<file path="config.mk">
export PLATFORM = sky130hd
export DESIGN_NAME = pmw_ctrl
export DESIGN_NICKNAME = d
export VERILOG_FILES = /design/src/logic/pmw_pkg.sv /design/src/logic/pmw_wake_if.sv /design/src/logic/pmw_ctrl.sv /design/src/logic/pmw_wake.sv
export SDC_FILE = /design/constraint.sdc
export NUM_CORES = 1
export LEC_CHECK = 0
export BUFFER_PORTS_ARGS = -buffer_cell sky130_fd_sc_hd__buf_2
export CORE_ASPECT_RATIO = 2
export CORE_UTILIZATION = 35
export DETAILED_ROUTE_END_ITERATION = 8
export GPL_TIMING_DRIVEN = 0
export HOLD_SLACK_MARGIN = 0.05
export PLACE_DENSITY = 0.52
export SLEW_MARGIN = 20
export SYNTH_ARGS = -nofsm -noshare
export SYNTH_HDL_FRONTEND = slang
export SYNTH_SLANG_ARGS = --single-unit
</file>
<file path="constraint.sdc">
create_clock -name CLK -period 5.6 [get_ports CLK]
set_clock_uncertainty 0.1 [all_clocks]
set_input_delay 0.28 -clock CLK [delete_from_list [all_inputs] [get_ports CLK]]
set_output_delay 0.28 -clock CLK [all_outputs]
set_load 0.01 [all_outputs]
</file>
<file path="src/logic/pmw_pkg.sv">
package pmw_pkg;
    localparam int NMON = 5;
    localparam int NGPIO = 4;
    localparam int NFLAG = 9;
    localparam int AW = 8;
    localparam logic [7:0] A_CTRL = 8'h00;
    localparam logic [7:0] A_WEN = 8'h04;
    localparam logic [7:0] A_EDGE = 8'h08;
    localparam logic [7:0] A_FLAG = 8'h0C;
    localparam logic [7:0] A_PER = 8'h10;
    localparam logic [7:0] A_ONT = 8'h14;
    localparam logic [7:0] A_SNS = 8'h18;
    localparam logic [7:0] A_STAT = 8'h1C;
    localparam logic [7:0] A_BUF0 = 8'h20;
    localparam logic [7:0] A_BUF1 = 8'h24;
    localparam int C_MODE = 0;
    localparam int C_CYCW = 2;
    localparam int C_CYCS = 3;
    localparam int C_SMATCH = 4;
    localparam logic [1:0] MODE_STOP = 2'h1;
    localparam logic [1:0] MODE_SLEEP = 2'h2;
    localparam int F_LIN = 5;
    localparam int F_CYC = 6;
    localparam int F_GPIO = 7;
    localparam int F_SNS = 8;
    localparam int SNS_STATE_LSB = 8;
    localparam logic [8:0] WEN_RST = 9'h15F;
    localparam logic [8:0] STOP_MASK = 9'h1FF;
    localparam logic [8:0] SLEEP_MASK = 9'h17F;
    localparam logic [9:0] EDGE_RST = 10'h3FF;
    localparam logic [1:0] EDGE_RISE = 2'h1;
    localparam logic [1:0] EDGE_FALL = 2'h2;
    localparam logic [15:0] PER_RST = 16'h0100;
    localparam logic [15:0] ONT_RST = 16'h0010;
    localparam logic [2:0] WDT_FAIL_MAX = 3'h4;
    typedef enum logic [1:0] {ST_RESET, ST_ACTIVE, ST_STOP, ST_SLEEP} pmw_state_type;
endpackage

</file>
<file path="src/logic/pmw_wake_if.sv">
`timescale 1ns/10ps
`default_nettype none
interface pmw_wake_if;
    logic [9:0] edge_cfg;
    logic [4:0] mon_lvl;
    logic [4:0] mon_evt;
    logic lin_evt;
    logic gpio_evt;
    modport wake (input edge_cfg, output mon_lvl, output mon_evt, output lin_evt,
        output gpio_evt);
    modport ctrl (output edge_cfg, input mon_lvl, input mon_evt, input lin_evt,
        input gpio_evt);
endinterface
`default_nettype wire

</file>
<file path="src/logic/pmw_ctrl.sv">
// Decided for this implementation: the register addresses and register access over APB.
`timescale 1ns/10ps
`default_nettype none
module pmw_ctrl #(
    parameter int NMON = pmw_pkg::NMON,
    parameter int NGPIO = pmw_pkg::NGPIO
) (
    input wire logic CLK,
    input wire logic SRST,
    input wire logic PSEL,
    input wire logic PENABLE,
    input wire logic PWRITE,
    input wire logic [pmw_pkg::AW-1:0] PADDR,
    input wire logic [31:0] PWDATA,
    output logic [31:0] PRDATA,
    output logic PREADY,
    output logic PSLVERR,
    input wire logic CORE_SUPPLY_OK,
    input wire logic WDT_FAIL,
    input wire logic [NMON-1:0] MONITOR_INPUT,
    input wire logic LIN_RX,
    input wire logic [NGPIO-1:0] GPIO_IN,
    output logic SUPPLY_EN,
    output logic MODULE_RST,
    output logic CPU_PWR_EN,
    output logic CPU_CLK_EN,
    output logic MEAS_EN,
    output logic HIGH_SIDE_SWITCH_ON,
    output logic [1:0] MODE
);
    typedef struct packed {
        pmw_pkg::pmw_state_type st;
        logic cyc_wake, cyc_sense, sns_match;
        logic [8:0] wen;
        logic [9:0] edge_cfg;
        logic [8:0] flags;
        logic [15:0] period, ontime, cnt;
        logic [4:0] sns_sel, sns_state, sns_prev;
        logic [2:0] fail_cnt;
        logic [63:0] buf_data;
        logic core_s1, core_s2, wdt_s1, wdt_s2, wdt_s3;
        logic hs_on, pready, pslverr;
        logic [31:0] prdata;
        logic sup_en, cpu_pwr, cpu_clk, mod_rst, meas_en;
    } pmw_ctrl_regs_type;

    // Supplies come up in Reset mode; watchdog count and buffer start clear.
    localparam pmw_ctrl_regs_type RST_VAL = '{st: pmw_pkg::ST_RESET,
        wen: pmw_pkg::WEN_RST, edge_cfg: pmw_pkg::EDGE_RST, period: pmw_pkg::PER_RST,
        ontime: pmw_pkg::ONT_RST, sup_en: 1'b1, cpu_pwr: 1'b1, mod_rst: 1'b1,
        default: '0};

    pmw_ctrl_regs_type q, d;
    pmw_wake_if wk ();
    logic setup, acc, wr, wdt_evt, low_pwr, per_end, win, sns_hit, wake;
    logic [4:0] sampled, mon_gate;
    logic [8:0] ev, clr, mask;

    pmw_wake #(.NMON(NMON), .NGPIO(NGPIO)) u_wake (
        .clk(CLK),
        .srst(SRST),
        .mon(MONITOR_INPUT),
        .lin_rx(LIN_RX),
        .gpio(GPIO_IN),
        .wk(wk.wake)
    );

    assign wk.edge_cfg = q.edge_cfg;

    function automatic logic is_low_pwr(input pmw_pkg::pmw_state_type s);
        is_low_pwr = (s == pmw_pkg::ST_STOP) || (s == pmw_pkg::ST_SLEEP);
    endfunction

    always_comb begin
        d = q;
        setup = PSEL & ~PENABLE;
        acc = PSEL & PENABLE & q.pready;
        wr = acc & PWRITE;
        d.core_s1 = CORE_SUPPLY_OK;
        d.core_s2 = q.core_s1;
        d.wdt_s1 = WDT_FAIL;
        d.wdt_s2 = q.wdt_s1;
        d.wdt_s3 = q.wdt_s2;
        wdt_evt = q.wdt_s2 & ~q.wdt_s3;
        low_pwr = is_low_pwr(q.st);

        // One timer serves sleep duration, cyclic wake and sense period.
        per_end = 1'b0;
        win = 1'b0;
        if (low_pwr & (q.cyc_wake | q.cyc_sense)) begin
            if (q.cnt >= q.period - 16'h0001) begin
                d.cnt = '0;
                per_end = 1'b1;
            end else begin
                d.cnt = q.cnt + 16'h0001;
            end
            // Window of interest is the last cycle of the switch-on time.
            win = q.cyc_sense & q.hs_on & (q.cnt == q.ontime - 16'h0001);
        end else begin
            d.cnt = '0;
        end

        // In sense mode monitor edges count only while contacts are biased.
        mon_gate = (low_pwr & q.cyc_sense) ? {5{q.hs_on}} : 5'h1F;
        sampled = wk.mon_lvl & q.sns_sel;
        sns_hit = q.sns_match ? (sampled == (q.sns_state & q.sns_sel))
                              : (sampled != q.sns_prev);
        if (win) begin
            d.sns_prev = sampled;
        end

        ev = '0;
        ev[4:0] = wk.mon_evt & mon_gate;
        ev[pmw_pkg::F_LIN] = wk.lin_evt;
        ev[pmw_pkg::F_CYC] = per_end & q.cyc_wake;
        ev[pmw_pkg::F_GPIO] = wk.gpio_evt;
        ev[pmw_pkg::F_SNS] = win & sns_hit;
        ev = ev & q.wen;

        clr = '0;
        if (wr && PADDR == pmw_pkg::A_FLAG) begin
            clr = PWDATA[8:0];
        end
        // A set in the same cycle as a clear wins; flags latch in every mode.
        d.flags = (q.flags & ~clr) | ev;

        // Stop also takes GPIO wakes; Sleep does not.
        mask = (q.st == pmw_pkg::ST_STOP) ? pmw_pkg::STOP_MASK : pmw_pkg::SLEEP_MASK;
        // Any enabled latched flag in the mode's mask wakes, regardless of which came first.
        wake = |(q.flags & mask);

        if (wr) begin
            case (PADDR)
                pmw_pkg::A_CTRL: begin
                    d.cyc_wake = PWDATA[pmw_pkg::C_CYCW];
                    d.cyc_sense = PWDATA[pmw_pkg::C_CYCS];
                    d.sns_match = PWDATA[pmw_pkg::C_SMATCH];
                end
                pmw_pkg::A_WEN: d.wen = PWDATA[8:0];
                pmw_pkg::A_EDGE: d.edge_cfg = PWDATA[9:0];
                pmw_pkg::A_PER: d.period = PWDATA[15:0];
                pmw_pkg::A_ONT: d.ontime = PWDATA[15:0];
                pmw_pkg::A_SNS: begin
                    d.sns_sel = PWDATA[4:0];
                    d.sns_state = PWDATA[pmw_pkg::SNS_STATE_LSB +: 5];
                end
                pmw_pkg::A_BUF0: d.buf_data[31:0] = PWDATA;
                pmw_pkg::A_BUF1: d.buf_data[63:32] = PWDATA;
                default: begin
                end
            endcase
        end

        case (q.st)
            pmw_pkg::ST_RESET: begin
                if (q.core_s2) begin
                    d.st = pmw_pkg::ST_ACTIVE;
                end
            end
            pmw_pkg::ST_ACTIVE: begin
                if (wdt_evt) begin
                    d.fail_cnt = q.fail_cnt + 3'h1;
                    // The fifth failure goes fail-safe instead of restarting.
                    d.st = (q.fail_cnt >= pmw_pkg::WDT_FAIL_MAX) ? pmw_pkg::ST_SLEEP
                                                                 : pmw_pkg::ST_RESET;
                end else if (wr && PADDR == pmw_pkg::A_CTRL) begin
                    // Sleep entry does not look at the LIN level at all.
                    if (PWDATA[pmw_pkg::C_MODE +: 2] == pmw_pkg::MODE_STOP) begin
                        d.st = pmw_pkg::ST_STOP;
                    end else if (PWDATA[pmw_pkg::C_MODE +: 2] == pmw_pkg::MODE_SLEEP) begin
                        d.st = pmw_pkg::ST_SLEEP;
                    end
                    d.sns_prev = wk.mon_lvl & d.sns_sel;
                end
            end
            pmw_pkg::ST_STOP: begin
                if (wake) begin
                    d.st = pmw_pkg::ST_ACTIVE;
                end
            end
            pmw_pkg::ST_SLEEP: begin
                if (wake) begin
                    // Restart as after power-on; the buffer is kept.
                    d.st = pmw_pkg::ST_RESET;
                    d.fail_cnt = '0;
                end
            end
            default: d.st = pmw_pkg::ST_RESET;
        endcase

        d.sup_en = d.st != pmw_pkg::ST_SLEEP;
        d.cpu_pwr = d.st != pmw_pkg::ST_SLEEP;
        d.cpu_clk = d.st == pmw_pkg::ST_ACTIVE;
        d.mod_rst = d.st == pmw_pkg::ST_RESET;
        d.meas_en = d.st == pmw_pkg::ST_ACTIVE;
        // Taken from the next mode, so the switch drops at the same edge as the wake.
        d.hs_on = is_low_pwr(d.st) & d.cyc_sense & (d.cnt < q.ontime);

        // Zero wait states: ready is raised for the cycle after setup.
        d.pready = setup;
        if (setup) begin
            d.pslverr = 1'b0;
            case (PADDR)
                pmw_pkg::A_CTRL: d.prdata = {27'h0, q.sns_match, q.cyc_sense, q.cyc_wake, 2'h0};
                pmw_pkg::A_WEN: d.prdata = {23'h0, q.wen};
                pmw_pkg::A_EDGE: d.prdata = {22'h0, q.edge_cfg};
                pmw_pkg::A_FLAG: d.prdata = {23'h0, q.flags};
                pmw_pkg::A_PER: d.prdata = {16'h0, q.period};
                pmw_pkg::A_ONT: d.prdata = {16'h0, q.ontime};
                pmw_pkg::A_SNS: d.prdata = {19'h0, q.sns_state, 3'h0, q.sns_sel};
                pmw_pkg::A_STAT: d.prdata = {26'h0, q.core_s2, q.fail_cnt, q.st};
                pmw_pkg::A_BUF0: d.prdata = q.buf_data[31:0];
                pmw_pkg::A_BUF1: d.prdata = q.buf_data[63:32];
                default: begin
                    d.prdata = '0;
                    d.pslverr = 1'b1;
                end
            endcase
        end
    end

    always_ff @(posedge CLK) begin
        if (SRST) begin
            q <= RST_VAL;
        end else begin
            q <= d;
        end
    end

    assign PRDATA = q.prdata;
    assign PREADY = q.pready;
    assign PSLVERR = q.pslverr;
    assign SUPPLY_EN = q.sup_en;
    assign MODULE_RST = q.mod_rst;
    assign CPU_PWR_EN = q.cpu_pwr;
    assign CPU_CLK_EN = q.cpu_clk;
    assign MEAS_EN = q.meas_en;
    assign HIGH_SIDE_SWITCH_ON = q.hs_on;
    assign MODE = q.st;
endmodule
`default_nettype wire

</file>
<file path="src/logic/pmw_wake.sv">
`timescale 1ns/10ps
`default_nettype none
module pmw_wake #(
    parameter int NMON = 5,
    parameter int NGPIO = 4
) (
    input wire logic clk,
    input wire logic srst,
    input wire logic [NMON-1:0] mon,
    input wire logic lin_rx,
    input wire logic [NGPIO-1:0] gpio,
    pmw_wake_if.wake wk
);
    typedef struct packed {
        logic [NMON-1:0] mon_s1, mon_s2, mon_p;
        logic lin_s1, lin_s2, lin_p;
        logic [NGPIO-1:0] gp_s1, gp_s2, gp_p;
    } pmw_wake_regs_type;

    pmw_wake_regs_type q, d;

    function automatic logic edge_hit(input logic cur, input logic prev, input logic [1:0] cfg);
        edge_hit = (cfg[0] & cur & ~prev) | (cfg[1] & ~cur & prev);
    endfunction

    always_comb begin
        d = q;
        d.mon_s1 = mon;
        d.mon_s2 = q.mon_s1;
        d.mon_p = q.mon_s2;
        d.lin_s1 = lin_rx;
        d.lin_s2 = q.lin_s1;
        d.lin_p = q.lin_s2;
        d.gp_s1 = gpio;
        d.gp_s2 = q.gp_s1;
        d.gp_p = q.gp_s2;
    end

    always_ff @(posedge clk) begin
        if (srst) begin
            // The LIN line rests recessive high, so its history starts high.
            q <= '{lin_s1: 1'b1, lin_s2: 1'b1, lin_p: 1'b1, default: '0};
        end else begin
            q <= d;
        end
    end

    // Each monitor input has its own rise, fall or both-edges selection.
    always_comb begin
        for (int i = 0; i < NMON; i++) begin
            wk.mon_evt[i] = edge_hit(q.mon_s2[i], q.mon_p[i], wk.edge_cfg[2*i +: 2]);
        end
    end

    // A falling edge on the receive line marks the start of a dominant phase.
    assign wk.lin_evt = edge_hit(q.lin_s2, q.lin_p, pmw_pkg::EDGE_FALL);
    assign wk.gpio_evt = |(q.gp_s2 ^ q.gp_p);
    assign wk.mon_lvl = q.mon_s2;
endmodule
`default_nettype wire

</file>
# Word-level counts from Yosys, hierarchy flattened
# Index checks and enable logic that the tools add are counted.
# totals
ff_bits	236
word_cells	183
# op_classes
n_lt_le_gt_ge	3
bitwise_logic	63
mux	33
n_eq_ne	23
n_reduce_logical	20
addsub	4
# op_table
op	count
$pmux 32 s10	1
$and 1x1->1	34
$eq 8x5->1 const B	4
$mux 16	2
$sub 16x1->16 const B	2
$mux 10	3
$and 9x9->9	3
$mux 5	5
$mux 21	1
$and 5x5->5	4
$mux 2	9
$mux 9	2
$add 16x1->16 const B	1
$eq 16x16->1	1
$eq 8x4->1 const B	2
$eq 8x6->1 const B	2
$ge 16x16->1	1
$lt 16x16->1	1
$reduce_and 2->1	8
$not 1->1	13
$eq 2x2->1 const B	5
$reduce_or 10->1	1
$not 9->9	1
$or 9x9->9	1
22 further kinds	39

# Logic depth before layout (Yosys ltp)
# depth
word_depth	11
depth_mapped	22
ltp_nobuf	21

# Cells and area by module
# From an unflattened synthesis, not the netlist that was laid out.
# unflattened
cells_unflattened	1415
area_unflattened_um2	11506.0
# by_module_without_submodules
mod	seq_area_each_um2	area_each_um2	n_inst	cells_each
pmw_ctrl	4124.0	10542.6	1	1326
pmw_wake	600.6	963.4	1	89

# Least setup slack after synthesis
# No wires, ideal clock.
# synth_timing
kind	reg2reg
startpoint	register q[161] in the netlist's numbering
endpoint	register q, in the netlist HIGH_SIDE_SWITCH_ON
required_ps	5381
setup_slack_ps	1434
setup_time_ps	119
stages_incl_launch_ff	19
arrival_time_ps	3947
period_less_slack_ps	4166
path_cell_list	dfxtp_1 > nor3_1 > nand2b_1 > nor4_1 > nand2_1 > nor3_1 > xnor2_1 > ha_1 > nand4_1 > nor2_1 > o21ai_0 > o21ai_1 > clkbuf_1 > nor2_1 > ha_1 > nand4_1 > or4_1 > o211ai_1 > nor4_1
# synth_rtl
item	line	text
from (decl)	pmw_ctrl.sv:53	pmw_ctrl_regs_type q, d;
from (signal assigned)	pmw_ctrl.sv:224	q <= RST_VAL;
from (signal assigned)	pmw_ctrl.sv:226	q <= d;

==> flow_metrics.env <==
export IMPL_final_layout_size_suffix_gt1_share_pct=12.1
export IMPL_avgRoutedWirePerCell_microns=20.5
export IMPL_layout_common_cells="sky130_fd_sc_hd__nand2_1 (308), sky130_fd_sc_hd__dfxtp_1 (236), sky130_fd_sc_hd__a21oi_1 (151)"
export IMPL_synth_top_family_by_area="simple AND/OR/NAND/NOR gates"
export IMPL_worstReg2RegEnd="HIGH_SIDE_SWITCH_ON"
export IMPL_post_synth_instance_area_sq_mm=0.0115
export IMPL_setup_violators_final=0
export IMPL_reg2reg_depth=19
export IMPL_min_path_cells=4
export IMPL_syn_inst=1463
export IMPL_die_x_microns=130
export IMPL_htree_num_levels=1
export IMPL_synth_top_cells_by_area="sky130_fd_sc_hd__dfxtp_1 (41%), sky130_fd_sc_hd__nand2_1 (10%), sky130_fd_sc_hd__a21oi_1 (6.6%)"
export IMPL_synth_adder_area_share_pct=3.91
export IMPL_drt_pre_antenna_iters=5
export IMPL_postCtsSetupBuffers=0
export IMPL_post_route_period_util_pct=89.7
export IMPL_hold_viol_final=0
export IMPL_tritoncts="yes"
export IMPL_worst_r2r_setup_slack_ps=570
export IMPL_gpl_wtd_cong=0.959
export IMPL_cellPowerDensity_mw_per_mm2=258
export IMPL_cts_root_buffer="sky130_fd_sc_hd__clkbuf_16"
export IMPL_number_of_antenna_violations_at_the_first_check_in_global_routing=0
export IMPL_share_of_flip_flops_with_an_asynchronous_set_or_reset_after_synthesis_pct=0
export IMPL_rsz0062_at_grt="false"
export IMPL_initial_utilization_pct=35.7
export IMPL_worstPathArrival_ps=5330
export IMPL_die_area_sq_mm=0.0337
export IMPL_synthSimpleGateAreaFrac_pct=25.4
export IMPL_globalRoute_totalOverflow=0
export IMPL_final_hold_worst_slack_ps=123
export IMPL_ant_nets=0
export IMPL_tightest_slew_ps=1190
export IMPL_worstSkewPairLatency_ps=530
export IMPL_hold_path_class="input pin to flip-flop"
export IMPL_critical_path_max_fanout=10
export IMPL_fmaxAchievable_mhz=199
export IMPL_synth_warning_count=0
export IMPL_r2r_start="q[161]"
export IMPL_synth_top_cell_area_share_pct=41.0
export IMPL_final_core_utilization_pct=42.6
export IMPL_vias_per_cell=5.27
export IMPL_cts_buffers_inserted=23
export IMPL_power_static_leakage_nw=5.20
export IMPL_hold_path_endpoint="PSLVERR"
export IMPL_floorplan_die_height_microns=259
export IMPL_postSynthNetCount=1556
export IMPL_maximum_number_of_pins_on_one_net_before_global_route_repair=16
export IMPL_synth_xor_area_share_pct=4.64
export IMPL_synth_mux_area_share_pct=2.90
export IMPL_maxCapViolCount=0
export IMPL_number_of_global_route_vias_before_repair=10800
export IMPL_timing_critical_path_to_type="flip-flop"
export IMPL_syn2layout_area_growth_pct=19.2
export IMPL_ys_ff_latch=236
export IMPL_timing_critical_path_required_ps=5910
export IMPL_synth_compound_area_share_pct=15.7
export IMPL_cts_sink_count=236
export IMPL_final_min_clock_period_ps=5030
export IMPL_synth_edf_count=0
export IMPL_final_common_cell="sky130_fd_sc_hd__nand2_1"
export IMPL_design_final_nets=1712
export IMPL_timing_max_slew_rel_slack_pct=20.4
export IMPL_clkTransAtPathRegs_ps=70
export IMPL_dr_total_vias=10900
export IMPL_grt_pass1_wl_mm=64.0
export IMPL_run_status="finished clean"
export IMPL_cell_accounting_for_the_most_synthesized_area="sky130_fd_sc_hd__dfxtp_1"
export IMPL_dp_hpwl_mm=32.5
export IMPL_ctsLongestPathBuffers=3
export IMPL_min_delay_start="PSEL"
export IMPL_ys_types=62
export IMPL_num_io_pins=99
export IMPL_drt_first_iter_violations=613
export IMPL_fill_cells=3321
export IMPL_critical_path_class="flip-flop to flip-flop"
export IMPL_worst_ir_drop_vdd_mv=0.240
export IMPL_routed_wl_mm=42.3
export IMPL_drc=0
export IMPL_port_buffers=91
export IMPL_placementRows=93
export IMPL_track_usage_pct=25.7
export IMPL_core_area_sq_mm=0.0322
export IMPL_diodes=0
export IMPL_yosys_most_used_dff="sky130_fd_sc_hd__dfxtp_1"
export IMPL_yosysSeqAreaShare_pct=41.0
export IMPL_final_max_slew_violation_count=0
export IMPL_setup_worst_path_start_class="flip-flop"
export IMPL_post_synth_cell_area_avg_sq_um=7.87
## synth_stat cells (3+ instances only)
library cell / n
sky130_fd_sc_hd__o221ai_1: 4
sky130_fd_sc_hd__a32oi_1: 7
sky130_fd_sc_hd__xor2_1: 35
sky130_fd_sc_hd__nand2b_1: 9
sky130_fd_sc_hd__a22oi_1: 45
sky130_fd_sc_hd__and3_1: 5
sky130_fd_sc_hd__a311oi_1: 3
sky130_fd_sc_hd__nand2_1: 308
sky130_fd_sc_hd__o22ai_1: 5
sky130_fd_sc_hd__nor4_1: 9
sky130_fd_sc_hd__a211oi_1: 3
sky130_fd_sc_hd__buf_4: 36
sky130_fd_sc_hd__buf_1: 6
sky130_fd_sc_hd__o21ai_0: 36
sky130_fd_sc_hd__mux2_2: 7
sky130_fd_sc_hd__mux2i_1: 21
sky130_fd_sc_hd__or3_1: 4
sky130_fd_sc_hd__or4_1: 11
sky130_fd_sc_hd__a31oi_1: 3
sky130_fd_sc_hd__nand4_1: 21
sky130_fd_sc_hd__clkbuf_1: 77
sky130_fd_sc_hd__nor2b_1: 44
sky130_fd_sc_hd__nand3b_1: 10
sky130_fd_sc_hd__dfxtp_1: 236
sky130_fd_sc_hd__inv_1: 28
sky130_fd_sc_hd__ha_1: 36
sky130_fd_sc_hd__nand3_1: 44
sky130_fd_sc_hd__a22o_1: 4
sky130_fd_sc_hd__buf_2: 5
sky130_fd_sc_hd__nor3_1: 17
sky130_fd_sc_hd__or2_2: 3
sky130_fd_sc_hd__a21oi_1: 151
sky130_fd_sc_hd__nor2_1: 143
sky130_fd_sc_hd__and2_1: 7
sky130_fd_sc_hd__or4b_2: 3
sky130_fd_sc_hd__xnor2_1: 26
sky130_fd_sc_hd__and4_1: 3
sky130_fd_sc_hd__a21o_1: 12
sky130_fd_sc_hd__a221o_1: 3
## report_power, final
| group | switching (W) | internal (W) | total (W) |
|---|---|---|---|
| Combinational | 0.000121 | 0.0000672 | 0.000188 |
| Clock | 0.000692 | 0.000960 | 0.00165 |
| Sequential | 0.0000101 | 0.00169 | 0.00170 |
## cells by family after synthesis
family	count (synthesis)
XOR/XNOR	61
flip-flops	236
AO/OA/AOI/OAI	297
buffers and inverters	155
adder cells (fa/ha/maj)	36
AND/OR/NAND/NOR	648
multiplexers	30
## through the flow
stage	cells	setup WS (ps)	power [W]	setup TNS [ps]	instance area (sq um)
global placement	1981	-100	0.00190	-100	12500
detailed placement	1982	-155	0.00191	-155	12500
finish	2061	574	0.00354	0	13700
CTS	2061	57.3	0.00357	0	13700
floorplan	1463	1430	0.00182	0	11500
global route	2061	147	0.00365	0	13700
## critical path, cell delays in order, from the launching register on
cell and delay [ps]:
sky130_fd_sc_hd__dfxtp_1 390, sky130_fd_sc_hd__nor3_1 290, sky130_fd_sc_hd__nand2b_1 150, sky130_fd_sc_hd__nor4_2 310, sky130_fd_sc_hd__nand2_1 220, sky130_fd_sc_hd__nor3_1 230
sky130_fd_sc_hd__xnor2_1 150, sky130_fd_sc_hd__ha_1 260, sky130_fd_sc_hd__a21o_1 180, sky130_fd_sc_hd__a21o_1 170, sky130_fd_sc_hd__a21oi_1 250, sky130_fd_sc_hd__o211a_1 220
sky130_fd_sc_hd__o21ai_2 170, sky130_fd_sc_hd__clkbuf_2 290, sky130_fd_sc_hd__nor2_1 170, sky130_fd_sc_hd__ha_1 280, sky130_fd_sc_hd__a21o_1 170, sky130_fd_sc_hd__a21oi_1 390
sky130_fd_sc_hd__o211ai_1 150, sky130_fd_sc_hd__nor4_1 360
## timing repair
| action | 4_1_cts | 5_1_grt |
|---|---|---|
| setup endpoints to repair | 1 | 1 |
| resized for setup | 1 | 3 |
| cloned | 0 | 0 |
| hold endpoints to repair | 92 | 0 |
| hold buffers | 39 | 0 |
## worst max-delay path by stage
stage / slack [ps] / depth (start not counted) / to / start
after detailed placement: -160 / 18 / HIGH_SIDE_SWITCH_ON / q[161]
final: 570 / 19 / HIGH_SIDE_SWITCH_ON / q[161]
after global placement: -100 / 18 / HIGH_SIDE_SWITCH_ON / q[161]
after CTS: 60 / 18 / HIGH_SIDE_SWITCH_ON / q[161]
after global routing: 150 / 21 / HIGH_SIDE_SWITCH_ON / q[161]
after floorplan: 1430 / 18 / HIGH_SIDE_SWITCH_ON / q[161]
## area by class of cell
class | instances | area [sq um] | share of cell area (%)
buffer | 127 | 636 | 4.63
clock buffer | 31 | 656 | 4.78
clock inverter | 9 | 134 | 0.976
timing repair buffer | 131 | 853 | 6.22
multi-input combinational | 1072 | 6080 | 44.3
tap | 427 | 534 | 3.89
inverter | 28 | 105 | 0.766
sequential | 236 | 4720 | 34.4
## registers in the layout (all words and copies together) (netlist names)
name	cells
u_wake.q	10
d	3
wk.edge_cfg	10
PRDATA	32
u_wake.d	15
MEAS_EN	1
CPU_PWR_EN	1
PREADY	1
MODULE_RST	1
u_wake.wk.mon_lvl	5
HIGH_SIDE_SWITCH_ON	1
q	153
PSLVERR	1
MODE	2
## metal layers
| layer | wire length (microns) | global-route usage, % |
|---|---|---|
| met3 | 1650 | 2.68 |
| met5 | 0 | 0 |
| met2 | 21900 | 47.2 |
| met1 | 15100 | 25.9 |
| met4 | 3650 | 19.5 |
Note: power is estimated with default switching activity, not from simulation.
